## src/psm_pkg.sv

```systemverilog
// Constants, register map and state encoding for the power-saving mode controller
package psm_pkg;
  // Register byte offsets
  localparam logic [7:0] PWR_CTRL_OFS = 8'h00;
  localparam logic [7:0] PLL_CTRL_OFS = 8'h04;
  localparam logic [7:0] STATUS_OFS   = 8'h08;
  // Power control fields
  localparam int IDLE_BIT    = 0;
  localparam int PDOWN_BIT   = 1;
  localparam int SER_WK_BIT  = 2;
  localparam int EXT_IRQ_ZERO_WK_BIT = 3;
  localparam int CTRL_W      = 4;
  // PLL control fields
  localparam int OSCILLATOR_POWERDOWN_BIT_BIT  = 0;
  localparam int PLL_W       = 1;
  // Reset values
  localparam logic [CTRL_W-1:0] CTRL_RST = 4'h0;
  localparam logic [PLL_W-1:0]  PLL_RST  = 1'h0;
  localparam logic [1:0]        HTRANS_NONSEQ = 2'h2;
  // Mode states, Gray coded
  typedef enum logic [1:0] {
    PSM_NORMAL = 2'h0,
    PSM_IDLE   = 2'h1,
    PSM_PDOWN  = 2'h3
  } psm_state_t;
endpackage : psm_pkg
```

## src/psm_ctrl.sv

```systemverilog
// Power-saving mode controller with AHB-Lite register slave
//
// The implementer's own choices: register access over AHB-Lite and the address map.
`timescale 1ns/1ps
module psm_ctrl (
  input  wire logic        hclk,
  input  wire logic        hresetn,
  input  wire logic        hsel,
  input  wire logic [7:0]  haddr,
  input  wire logic [1:0]  htrans,
  input  wire logic        hwrite,
  input  wire logic [2:0]  hsize,
  input  wire logic [31:0] hwdata,
  input  wire logic        hready,
  output logic      [31:0] hrdata,
  output logic             hreadyout,
  output logic             hresp,
  input  wire logic        irq_enabled,
  input  wire logic        tic_irq,
  input  wire logic        serial_irq,
  input  wire logic        ext_irq_zero,
  input  wire logic        core_ret_ack,
  output logic             core_clk_en,
  output logic             pll_en,
  output logic             osc_en,
  output logic             periph_clk_en,
  output logic             interval_counter_en,
  output logic             pin_hold,
  output logic             dac_hold,
  output logic             dac_oe,
  output logic             strobe_force,
  output logic             strobe_level,
  output logic             wake_irq_req,
  output logic [1:0]       mode
);

  // ==========================================================
  // Bus address phase capture
  logic       wr_pend_r;
  logic [7:0] addr_r;
  wire        take = hsel && hready && (htrans == psm_pkg::HTRANS_NONSEQ);

  always_ff @(posedge hclk or negedge hresetn)
  begin
    if (!hresetn)
    begin
      wr_pend_r <= 1'b0;
      addr_r    <= 8'h00;
    end
    else
    begin
      wr_pend_r <= take && hwrite;
      if (take)
        addr_r  <= haddr;
    end
  end

  // ==========================================================
  // Registers
  logic [psm_pkg::CTRL_W-1:0] power_control_reg;
  logic [psm_pkg::PLL_W-1:0]  pll_control_reg;
  psm_pkg::psm_state_t        state_r;
  psm_pkg::psm_state_t        state_nxt;

  wire wr_ctrl = wr_pend_r && (addr_r == psm_pkg::PWR_CTRL_OFS);
  wire wr_pll  = wr_pend_r && (addr_r == psm_pkg::PLL_CTRL_OFS);
  wire serial_wake_enable       = power_control_reg[psm_pkg::SER_WK_BIT];
  wire ext_irq_zero_wake_enable = power_control_reg[psm_pkg::EXT_IRQ_ZERO_WK_BIT];
  wire oscillator_powerdown_bit = pll_control_reg[psm_pkg::OSCILLATOR_POWERDOWN_BIT_BIT];

  // Qualified wake sources; a disabled source is simply not seen
  wire pd_wake = tic_irq
               || (serial_irq && serial_wake_enable)
               || (ext_irq_zero && ext_irq_zero_wake_enable);
  wire idle_wake = irq_enabled;

  // Mode bits self-clear on exit so the core resumes with both at zero
  wire leaving = ((state_r == psm_pkg::PSM_IDLE) && idle_wake)
               || ((state_r == psm_pkg::PSM_PDOWN) && pd_wake);

  always_comb
  begin
    state_nxt = state_r;
    case (state_r)
      psm_pkg::PSM_NORMAL:
      begin
        if (power_control_reg[psm_pkg::PDOWN_BIT])
          state_nxt = psm_pkg::PSM_PDOWN;
        else if (power_control_reg[psm_pkg::IDLE_BIT])
          state_nxt = psm_pkg::PSM_IDLE;
      end
      psm_pkg::PSM_IDLE:
        if (idle_wake)
          state_nxt = psm_pkg::PSM_NORMAL;
      psm_pkg::PSM_PDOWN:
        if (pd_wake)
          state_nxt = psm_pkg::PSM_NORMAL;
      default:
        state_nxt = psm_pkg::PSM_NORMAL;
    endcase
  end

  // Register writes; reset returns everything to default
  always_ff @(posedge hclk or negedge hresetn)
  begin
    if (!hresetn)
    begin
      power_control_reg <= psm_pkg::CTRL_RST;
      pll_control_reg   <= psm_pkg::PLL_RST;
      state_r           <= psm_pkg::PSM_NORMAL;
    end
    else
    begin
      state_r <= state_nxt;
      if (leaving)
        power_control_reg[psm_pkg::PDOWN_BIT:psm_pkg::IDLE_BIT] <= 2'h0;
      else if (wr_ctrl)
        power_control_reg <= hwdata[psm_pkg::CTRL_W-1:0];
      if (wr_pll)
        pll_control_reg <= hwdata[psm_pkg::PLL_W-1:0];
    end
  end

  // ==========================================================
  // Read data and response
  wire [31:0] rd_mux =
    (addr_r == psm_pkg::PWR_CTRL_OFS) ? {28'h0, power_control_reg} :
    (addr_r == psm_pkg::PLL_CTRL_OFS) ? {31'h0, pll_control_reg} :
    (addr_r == psm_pkg::STATUS_OFS)   ? {30'h0, state_r} : 32'h0;
  assign hrdata    = rd_mux;
  assign hreadyout = 1'b1;
  assign hresp     = 1'b0;

  // ==========================================================
  // Clock and pin controls, registered from the next state
  wire nx_idle = (state_nxt == psm_pkg::PSM_IDLE);
  wire nx_pd   = (state_nxt == psm_pkg::PSM_PDOWN);

  always_ff @(posedge hclk or negedge hresetn)
  begin
    if (!hresetn)
    begin
      core_clk_en         <= 1'b1;
      pll_en              <= 1'b1;
      osc_en              <= 1'b1;
      periph_clk_en       <= 1'b1;
      interval_counter_en <= 1'b1;
      pin_hold            <= 1'b0;
      dac_hold            <= 1'b0;
      dac_oe              <= 1'b1;
      strobe_force        <= 1'b0;
      strobe_level        <= 1'b0;
      wake_irq_req        <= 1'b0;
      mode                <= 2'h0;
    end
    else
    begin
      core_clk_en         <= !(nx_idle || nx_pd);
      pll_en              <= !nx_pd;
      osc_en              <= !(nx_pd && oscillator_powerdown_bit);
      periph_clk_en       <= !nx_pd;
      interval_counter_en <= !(nx_pd && oscillator_powerdown_bit);
      pin_hold            <= nx_idle || nx_pd;
      dac_hold            <= nx_idle;
      dac_oe              <= !nx_pd;
      strobe_force        <= nx_idle || nx_pd;
      strobe_level        <= nx_idle;
      wake_irq_req        <= (state_r == psm_pkg::PSM_PDOWN) && pd_wake
                             || (wake_irq_req && !core_ret_ack);
      mode                <= state_nxt;
    end
  end

  // ==========================================================
  // Checks
  chk_pd_strobe: assert property (@(posedge hclk) disable iff (!hresetn)
    (state_r == psm_pkg::PSM_PDOWN && !pd_wake) |=> (strobe_force && !strobe_level && !dac_oe))
    else $error("power-down pins wrong");
  chk_idle_strobe: assert property (@(posedge hclk) disable iff (!hresetn)
    (state_r == psm_pkg::PSM_IDLE && !idle_wake) |=> (strobe_level && !core_clk_en))
    else $error("idle pins wrong");
  chk_ser_ignore: assert property (@(posedge hclk) disable iff (!hresetn)
    (state_r == psm_pkg::PSM_PDOWN && !tic_irq && !ext_irq_zero && serial_irq
     && !serial_wake_enable) |=> (state_r == psm_pkg::PSM_PDOWN))
    else $error("disabled serial wake left power-down");
  chk_tic_wake: assert property (@(posedge hclk) disable iff (!hresetn)
    (state_r == psm_pkg::PSM_PDOWN && tic_irq) |=> (state_r == psm_pkg::PSM_NORMAL
     && wake_irq_req))
    else $error("interval wake missed");
  chk_oscillator_powerdown_bit: assert property (@(posedge hclk) disable iff (!hresetn)
    (state_r == psm_pkg::PSM_PDOWN) |=> (osc_en != $past(oscillator_powerdown_bit)
     || $past(pd_wake)))
    else $error("oscillator control wrong");
  chk_pll_off: assert property (@(posedge hclk) disable iff (!hresetn)
    (state_r == psm_pkg::PSM_PDOWN && !pd_wake) |=> (!pll_en && !periph_clk_en))
    else $error("pll running in power-down");
  chk_idle_wake: assert property (@(posedge hclk) disable iff (!hresetn)
    (state_r == psm_pkg::PSM_IDLE && irq_enabled) |=> ##1 core_clk_en)
    else $error("idle wake missed");
  chk_enter_idle: assert property (@(posedge hclk) disable iff (!hresetn)
    (state_r == psm_pkg::PSM_NORMAL && power_control_reg == 4'h1) |=> (mode == 2'h1))
    else $error("idle entry missed");

  // ==========================================================
  // State-to-pin checks; outputs are registered from the same next state as state_r
  // Mode output mirrors the state register at every edge
  chk_mode_track: assert property (
    @(posedge hclk) disable iff (!hresetn)
    mode == state_r)
    else $error("mode output differs from state");

  // Normal mode runs every clock
  chk_norm_clocks: assert property (
    @(posedge hclk) disable iff (!hresetn)
    (state_r == psm_pkg::PSM_NORMAL) |-> (core_clk_en && pll_en && periph_clk_en))
    else $error("clock stopped in normal mode");

  // Normal mode releases every pin override
  chk_norm_pins: assert property (
    @(posedge hclk) disable iff (!hresetn)
    (state_r == psm_pkg::PSM_NORMAL) |-> (!pin_hold && !dac_hold && dac_oe && !strobe_force))
    else $error("pin override left in normal mode");

  // Idle keeps the oscillator, PLL and peripheral clock alive
  chk_idle_osc: assert property (
    @(posedge hclk) disable iff (!hresetn)
    (state_r == psm_pkg::PSM_IDLE) |-> (osc_en && pll_en && periph_clk_en))
    else $error("idle stopped a running clock");

  // Idle halts only the core, so its state is kept rather than reset
  chk_idle_core: assert property (
    @(posedge hclk) disable iff (!hresetn)
    (state_r == psm_pkg::PSM_IDLE) |-> !core_clk_en)
    else $error("core clock running in idle");

  // Idle freezes pins and DAC and forces strobes
  chk_idle_hold: assert property (
    @(posedge hclk) disable iff (!hresetn)
    (state_r == psm_pkg::PSM_IDLE) |-> (pin_hold && dac_hold && dac_oe && strobe_force))
    else $error("idle pin hold wrong");

  // Power-down stops core and PLL
  chk_pd_core: assert property (
    @(posedge hclk) disable iff (!hresetn)
    (state_r == psm_pkg::PSM_PDOWN) |-> (!core_clk_en && !pll_en))
    else $error("core or pll running in power-down");

  // Power-down shuts the ordinary peripherals
  chk_pd_periph: assert property (
    @(posedge hclk) disable iff (!hresetn)
    (state_r == psm_pkg::PSM_PDOWN) |-> !periph_clk_en)
    else $error("peripherals clocked in power-down");

  // Power-down holds pins but lets the DAC float instead of holding it
  chk_pd_pins: assert property (
    @(posedge hclk) disable iff (!hresetn)
    (state_r == psm_pkg::PSM_PDOWN) |-> (pin_hold && !dac_hold))
    else $error("power-down pin hold wrong");

  // Power-down floats the DAC and drives strobes low
  chk_pd_dac: assert property (
    @(posedge hclk) disable iff (!hresetn)
    (state_r == psm_pkg::PSM_PDOWN) |-> (!dac_oe && !strobe_level))
    else $error("power-down dac or strobe wrong");

  // Oscillator kept on: interval counter stays alive
  chk_pd_tic_run: assert property (
    @(posedge hclk) disable iff (!hresetn)
    (state_r == psm_pkg::PSM_PDOWN && !oscillator_powerdown_bit && !pd_wake)
    |=> (osc_en && interval_counter_en))
    else $error("oscillator stopped while kept on");

  // Oscillator powered down: counter loses its clock too
  chk_pd_osc_off: assert property (
    @(posedge hclk) disable iff (!hresetn)
    (state_r == psm_pkg::PSM_PDOWN && oscillator_powerdown_bit && !pd_wake)
    |=> (!osc_en && !interval_counter_en))
    else $error("oscillator running while powered down");

  // Disabled interrupt-zero wake is ignored
  chk_ext_ignore: assert property (
    @(posedge hclk) disable iff (!hresetn)
    (state_r == psm_pkg::PSM_PDOWN && !tic_irq && !serial_irq && ext_irq_zero
     && !ext_irq_zero_wake_enable) |=> (state_r == psm_pkg::PSM_PDOWN))
    else $error("disabled interrupt-zero wake left power-down");

  // Enabled serial wake ends power-down and raises the request
  chk_ser_wake: assert property (
    @(posedge hclk) disable iff (!hresetn)
    (state_r == psm_pkg::PSM_PDOWN && serial_irq && serial_wake_enable)
    |=> (state_r == psm_pkg::PSM_NORMAL && wake_irq_req))
    else $error("serial wake missed");

  // Enabled interrupt-zero wake ends power-down and raises the request
  chk_ext_wake: assert property (
    @(posedge hclk) disable iff (!hresetn)
    (state_r == psm_pkg::PSM_PDOWN && ext_irq_zero && ext_irq_zero_wake_enable)
    |=> (state_r == psm_pkg::PSM_NORMAL && wake_irq_req))
    else $error("interrupt-zero wake missed");

  // Mode bits clear on wake, so the core does not fall straight back asleep
  chk_pd_bits_clear: assert property (
    @(posedge hclk) disable iff (!hresetn)
    (state_r == psm_pkg::PSM_PDOWN && pd_wake)
    |=> (!power_control_reg[psm_pkg::PDOWN_BIT] && !power_control_reg[psm_pkg::IDLE_BIT]))
    else $error("mode bits kept after wake");

  // Wake request stands until the core takes it
  chk_wake_hold: assert property (
    @(posedge hclk) disable iff (!hresetn)
    (wake_irq_req && !core_ret_ack) |=> wake_irq_req)
    else $error("wake request dropped early");

  // Core return clears the wake request
  chk_wake_clear: assert property (
    @(posedge hclk) disable iff (!hresetn)
    (wake_irq_req && core_ret_ack && !(state_r == psm_pkg::PSM_PDOWN && pd_wake))
    |=> !wake_irq_req)
    else $error("wake request not cleared");

  // Without a qualified wake, power-down persists
  chk_pd_stay: assert property (
    @(posedge hclk) disable iff (!hresetn)
    (state_r == psm_pkg::PSM_PDOWN && !pd_wake) |=> (state_r == psm_pkg::PSM_PDOWN))
    else $error("power-down left without wake");

  // Power-down bit wins over the idle bit
  chk_pd_entry: assert property (
    @(posedge hclk) disable iff (!hresetn)
    (state_r == psm_pkg::PSM_NORMAL && power_control_reg[psm_pkg::PDOWN_BIT])
    |=> (state_r == psm_pkg::PSM_PDOWN))
    else $error("power-down entry missed");

  // Idle persists until an enabled interrupt
  chk_idle_stay: assert property (
    @(posedge hclk) disable iff (!hresetn)
    (state_r == psm_pkg::PSM_IDLE && !idle_wake) |=> (state_r == psm_pkg::PSM_IDLE))
    else $error("idle left without interrupt");

endmodule : psm_ctrl

```

## config.mk

```make
export PLATFORM = sky130hd
export DESIGN_NAME = psm_ctrl
export DESIGN_NICKNAME = d
export VERILOG_FILES = /design/src/psm_pkg.sv /design/src/psm_ctrl.sv
export SDC_FILE = /design/constraint.sdc
export NUM_CORES = 1
export LEC_CHECK = 0
export BUFFER_PORTS_ARGS = -buffer_cell sky130_fd_sc_hd__buf_2
export CORE_MARGIN = 3
export CORE_UTILIZATION = 39
export CTS_CLUSTER_DIAMETER = 80
export DETAILED_ROUTE_END_ITERATION = 10
export PLACE_DENSITY = 0.91
export SETUP_SLACK_MARGIN = 0.15
export SYNTH_ARGS = -nofsm -noshare
export SYNTH_HDL_FRONTEND = slang
export SYNTH_SLANG_ARGS = --single-unit
```

## constraint.sdc

```tcl
create_clock -name hclk -period 2.35 [get_ports hclk]
set_clock_uncertainty 0.2 [all_clocks]
set_input_delay 0 -clock hclk [delete_from_list [all_inputs] [get_ports hclk]]
set_output_delay 0 -clock hclk [all_outputs]
set_load 0.01 [all_outputs]
```

==> results of run 1 <==
==> path summary, 6_finish.rpt <==
path	start	endpoint	cells after the start
worst max register to register	addr_r[1]	power_control_reg[1]	5
worst max-delay path	addr_r[1]	power_control_reg[1]	5
max in group asynchronous	hresetn	addr_r[0]	3
min in group asynchronous	hresetn	core_clk_en	3
worst min-delay path	serial_irq	core_clk_en	4
worst min register to register	oscillator_powerdown_bit	interval_counter_en	1
==> per-layer routing <==
layer	vias to the layer above	GRT usage, %	share of wire (%)
met1	424	13.75	38
met2	45	22.90	53
li1	436	-	-
met5	-	0	0
met3	5	1.799	7.0
met4	0	4.959	1.6
==> metrics by stage <==
step	power, mW	hold slack (ps)	setup slack [ps]
5_1_grt	1.096	67.97	178.4
4_1_cts	1.028	41.77	259.4
6_report	1.031	45.67	302.0
2_1_floorplan	0.7462	-495.6	699.4
3_5_place_dp	0.7859	-214.8	534.9
3_3_place_gp	0.7742	-221.4	546.8
==> power breakdown <==
group | internal [mW] | leakage, nW | total, mW | switching, mW
Combinational | 0.147 | 0.535 | 0.297 | 0.150
Clock | 0.0945 | 0.0210 | 0.205 | 0.110
Sequential | 0.454 | 0.273 | 0.529 | 0.0749
==> cell families (layout without fill, tap and decap cells) <==
logic type / after synthesis / count (layout) / share of synthesized area, %
compound gates: 7 / 7 / 5.184
other cells: 2 / 30 / 0.5984
buf+inv: 41 / 71 / 22.83
mux: 15 / 15 / 13.06
simple gates: 31 / 31 / 14.16
flops: 22 / 22 / 44.17
==> repair_timing <==
action | in CTS | in global routing
setup buffers | 0 | 0
hold buffers | 24 | 0
endpoints found under the hold margin | 43 | 0
setup endpoints to repair | 0 | 2
gates resized for setup | 0 | 2
==> cells in the final DEF (no fill, tap or decap) <==
| cell | n |
|---|---|
| and2_1 | 2 |
| dfrtp_1 | 19 |
| or2_1 | 1 |
| mux2_1 | 3 |
| nand2_1 | 5 |
| a221oi_4 | 1 |
| dlygate4sd3_1 | 24 |
| o21ai_1 | 1 |
| a21oi_4 | 1 |
| nor3_1 | 2 |
| o21ai_2 | 1 |
| nand4b_1 | 1 |
| o22ai_1 | 1 |
| nor2b_1 | 1 |
| o22a_1 | 1 |
| inv_1 | 3 |
| clkbuf_8 | 1 |
| dfstp_2 | 3 |
| mux2i_1 | 4 |
| conb_1 | 30 |
| clkbuf_4 | 3 |
| nor3_2 | 1 |
| a21oi_1 | 1 |
| nor2_1 | 13 |
| nand4_4 | 1 |
| nor4_4 | 1 |
| nor2_4 | 1 |
| buf_2 | 40 |
| nand2b_1 | 1 |
| mux2_2 | 8 |
| nand3_1 | 1 |
==> area by class of cell <==
type	count	area [µm²]	share of cell area [%]
Inverter	3	11.26	0.6891
Timing Repair Buffer	64	440.4	26.95
Clock buffer	4	36.28	2.221
Tap cell	42	52.55	3.216
Multi-Input combinational cell	83	539.3	33.00
Sequential cell	22	554.3	33.92
==> worst register-to-register path, stage by stage, from the launching register on <==
cell	delay, ps
dfrtp_1	420
nor4_4	360
nand4_4	180
mux2i_1	180
nor2_1	50
dlygate4sd3_1	550
==> run_results.csv, run 1 <==
group,metric,value,unit
placed_design,place_area,1338,µm²
clock_tree,cts_tree,"built",
setup_path,rrSetupSlack,300,ps
setup_path,worst-path-buf-inv,1,
drt,routed_via_density,4.174,
die,core-area,2900,µm²
setup_path,crit_chain,"nor4_4 -> nand4_4 -> mux2i_1 -> nor2_1 -> dlygate4sd3_1",
die,dieArea,3934,µm²
grt,track_usage,12.25,%
synth,yosysUniqueCellTypes,30,
synth,syn_area,1255,µm²
power,p_leak,0.8288,nW
layout,drive_above_1_share,35.23,%
layout,diodes,0,
grt,grt_max_degree,20,
layout,area_delta_synth_final,30.21,%
synth,syn_inst,118,
timing,finalMaxSlewViolations,0,
timing,period_needed,2048,ps
clock_tree,numCtsBuffers,3,
placed_design,dp_cells,190,
timing,finalSetupViolCount,0,
synth,avgSynthCellArea,10.64,µm²
layout,largest_reg_flops,8,
synth,synth_area_leaders,"dfrtp_1 (38%), buf_4 (21%), mux2_2 (7.2%)",
drt,via_count,910,
synth,synth_top_area_cell,"dfrtp_1",
synth,synth_top_area_share,37.89,%
job,drv_cap,0,
clock_tree,clockBufferDepth,2,
clock_tree,clk_pin_slew,120,ps
drt,avgRoutedWirePerCell,11.04,µm
clock_tree,h-tree-depth,1,
synth,ys_seq_area_share,44.17,%
setup_path,required,2350,ps
worst_hold_path,hold_class,"in2reg",
timing,slew_headroom,44.44,%
grt,grt_pass1_wl,3919,µm
synth,yosys-top-cells-count,"buf_4 (35), dfrtp_1 (19), nor2_1 (13)",
die,die_h,62.73,µm
synth,synth_ff_type,"dfrtp_1",
drt,drc_errors,0,
drt,drtPass1Iterations,4,
setup_path,max_stage_delay,550,ps
setup_path,crit_family,"simple AND/OR/NAND/NOR gates",
timing,hold_viol,0,
clock_tree,cts_sinks,22,
placed_design,place_congestion,0.7070,
drt,drt_iter0_drc,4,
die,rows,19,
setup_path,crit_arrival,2050,ps
synth,postSynth.asyncResetShare,100.0,%
drt,postRouteAntennaNets,0,
layout,final_area,1634,µm²
layout,fillers,251,
timing,timing.fmax,488.3,MHz
power,powerDensity,630.6,nW/µm²
power,ir_drop,409.5,µV
timing,tightest_slew,830.7,ps
placed_design,dp_hpwl,1672,µm
placed_design,io_buffers,40,
grt,first_global_vias,899,
grt,globalRouteOverflowTotal,0,
setup_path,end_kind,"flip-flop",
layout,final_net_count,232,
layout,stdcell_count,218,
layout,fin_util,56.34,%
setup_path,cp_slowest_cell,"dlygate4sd3_1",
clock_tree,clock-root-buffer,"clkbuf_4",
timing,period_share,87.15,%
clock_tree,clk_latency,300,ps
setup_path,crit_path_start_kind,"flip-flop",
synth,yosysMostFrequentCell,"buf_4",
setup_path,critPathKind,"reg2reg",
status,status,"finished, final reports clean",
die,dieWidth,62.73,µm
timing,fin_setup_tns,0,ps
setup_path,cp_max_fo,3,
die,start_util,43.27,%
grt,antenna_found_initial,0,
synth,ys_warn_count,0,
synth,ys_ff_latch,22,
timing,rsz0062_at_grt,"false",
die,pin_count,102,
drt,drt-total-wl,2406,µm
synth,synth-edff-count,0,
No activity file was read; power rests on OpenSTA's default activity.
==> inputs of run 2 (changes only) <==
--- a/config.mk
+++ b/config.mk
@@ -5,12 +5,13 @@
 export SDC_FILE = /design/constraint.sdc
 export NUM_CORES = 1
 export LEC_CHECK = 0
+export ABC_AREA = 1
 export BUFFER_PORTS_ARGS = -buffer_cell sky130_fd_sc_hd__buf_2
 export CORE_MARGIN = 3
 export CORE_UTILIZATION = 39
 export CTS_CLUSTER_DIAMETER = 80
 export DETAILED_ROUTE_END_ITERATION = 10
-export PLACE_DENSITY = 0.91
+export PLACE_DENSITY = 0.9
 export SETUP_SLACK_MARGIN = 0.15
 export SYNTH_ARGS = -nofsm -noshare
 export SYNTH_HDL_FRONTEND = slang
==> run 2 against run 1 <==
First-iteration DRC count increased to 4.0 times the previous value. Clock-buffer cell count shrank 1. Area after synthesis grew 3.6%. Final area rose by 6.5%. Largest cell class unchanged. Largest power group unchanged. Highest routed layer is now met3.
==> run_results.csv, run 2 <==
group,metric,value,unit
status,status,"finished, final reports clean",
grt,grt_pass1_wl,4181,µm
layout,stdcell_count,251,
synth,yosysUniqueCellTypes,22,
setup_path,crit_arrival,1980,ps
setup_path,end_kind,"flip-flop",
clock_tree,post_cts_resized,0,
drt,postRouteAntennaNets,0,
synth,synth_area_leaders,"dfrtp_1 (37%), buf_4 (20%), mux2_2 (6.9%)",
layout,final_common_cell,"buf_2",
worst_hold_path,min_path_cells,3,
placed_design,dpl_worst_slack,976.1,ps
setup_path,critPathKind,"reg2reg",
layout,drive_above_1_share,34.30,%
clock_tree,h-tree-depth,1,
drt,drtPass1Iterations,4,
clock_tree,numCtsBuffers,3,
worst_hold_path,hold_class,"in2reg",
synth,ys_warn_count,0,
synth,synth_ff_type,"dfrtp_1",
clock_tree,cts_hold_buf,29,
clock_tree,cts_setup_buffers,0,
timing,finalSetupViolCount,0,
placed_design,dp_cells,218,
drt,routed-wl-met2,1470,µm
layout,area_delta_synth_final,33.88,%
placed_design,io_buffers,40,
timing,slew_headroom,40.24,%
timing,setup_ws,442.0,ps
grt,track_usage,12.93,%
clock_tree,clockBufferDepth,2,
synth,syn_area,1300,µm²
synth,synth-edff-count,0,
timing,period_share,81.19,%
timing,hold_viol,0,
grt,grt_max_degree,20,
synth,synth_top_area_share,36.57,%
die,dieArea,4062,µm²
die,start_util,41.56,%
layout,largest_reg_flops,8,
die,die_h,63.74,µm
synth,syn_inst,141,
grt,antenna_found_initial,0,
layout,fin_util,55.64,%
timing,rsz0062_at_grt,"false",
drt,routed_via_density,4.092,
die,pin_count,102,
timing,timing.fmax,524.1,MHz
job,drv_cap,0,
setup_path,crit_path_start_kind,"flip-flop",
timing,tightest_slew,893.4,ps
layout,diodes,0,
synth,postSynth.asyncResetShare,100.0,%
drt,drt-total-wl,2714,µm
synth,synth_top_area_cell,"dfrtp_1",
clock_tree,clock-root-buffer,"clkbuf_4",
die,core-area,3128,µm²
timing,period_needed,1908,ps
drt,met3_wirelength,227,µm
placed_design,place_congestion,0.8191,
power,p_leak,0.9074,nW
drt,drt_iter0_drc,16,
drt,drc_errors,0,
synth,ys_seq_area_share,42.64,%
die,rows,20,
setup_path,r2r_cells,6,
power,power.total,1.089,mW
clock_tree,cts_tree,"built",
drt,avgRoutedWirePerCell,10.81,µm
placed_design,dp_hpwl,1832,µm
clock_tree,clk_latency,320,ps
synth,avgSynthCellArea,9.220,µm²
setup_path,required,2420,ps
die,dieWidth,63.74,µm
synth,yosys-top-cells-count,"buf_4 (35), nand2_1 (21), dfrtp_1 (19)",
drt,drt-met1-wl,1016,µm
timing,fin_setup_tns,0,ps
grt,globalRouteOverflowTotal,0,
power,ir_drop,386.4,µV
layout,mostFrequentLayoutCells,"buf_2 (40), conb_1 (30), dlygate4sd3_1 (29), nand2_1 (21), dfrtp_1 (19)",
setup_path,cp_max_fo,5,
synth,ys_ff_latch,22,
clock_tree,cts_sinks,22,
layout,final_net_count,263,
clock_tree,clk_pin_slew,130,ps
timing,finalMaxSlewViolations,0,
drt,via_count,1027,
synth,yosysMostFrequentCell,"buf_4",
drt,top_layer,"met3",
power,powerDensity,625.4,nW/µm²
grt,first_global_vias,984,
## run 2: worst max-delay path, cell delays in order (launching register included)
cell,delay (ps)
dfrtp_1,430
nor2_4,140
nand2_4,80
nor3_4,260
nand3_1,110
dlygate4sd3_1,580
nand2_1,70
## run 2: report_power, final
group	total, mW	switching [mW]	internal, mW	leakage, nW
Combinational	0.291	0.156	0.135	0.605
Sequential	0.504	0.0557	0.449	0.275
Clock	0.293	0.121	0.173	0.0279
## run 2: per-stage QoR
step           hold WS (ps)  area (µm²)
2_1_floorplan        -495.6        1405
3_3_place_gp         -216.0        1398
3_5_place_dp         -206.7        1398
4_1_cts               5.535        1740
5_1_grt               33.45        1740
6_report              7.730        1740
## run 2: final timing paths
| check | slack (ps) | to | start |
|---|---|---|---|
| max in group asynchronous | 710 | addr_r[6] | hresetn |
| setup reg to reg | 440 | power_control_reg[2] | addr_r[5] |
| hold reg to reg | 250 | interval_counter_en | oscillator_powerdown_bit |
| min in group asynchronous | 630 | interval_counter_en | hresetn |
| setup / recovery | 440 | power_control_reg[2] | addr_r[5] |
| hold / removal | 8 | addr_r[0] | htrans[1] |
## run 2: layout make-up
class	instances	area, µm²
Clock buffer	3	22.52
Inverter	16	60.06
Sequential cell	22	554.3
Tap cell	44	55.05
Multi-Input combinational cell	96	528.0
Clock inverter	1	30.03
Fill cell	295	1388
Timing Repair Buffer	69	490.5
## run 2: cell families (layout without fill, tap and decap cells)
family                 count (synthesis)  in the layout  synth area share, %
and+or+nand+nor                       53             53                22.23
buffers and inverters                 51             89                24.83
DFF                                   22             22                42.64
muxes                                  8              8                6.930
AOI/OAI and AO/OA                      5              5                2.792
other                                  2             30               0.5777
## run 2: routing by layer
metal	GRT usage [%]	up-vias
li1	-	503
met1	12.82	472
met2	26.47	52
met3	4.394	0
met4	0.8086	0
met5	0	-
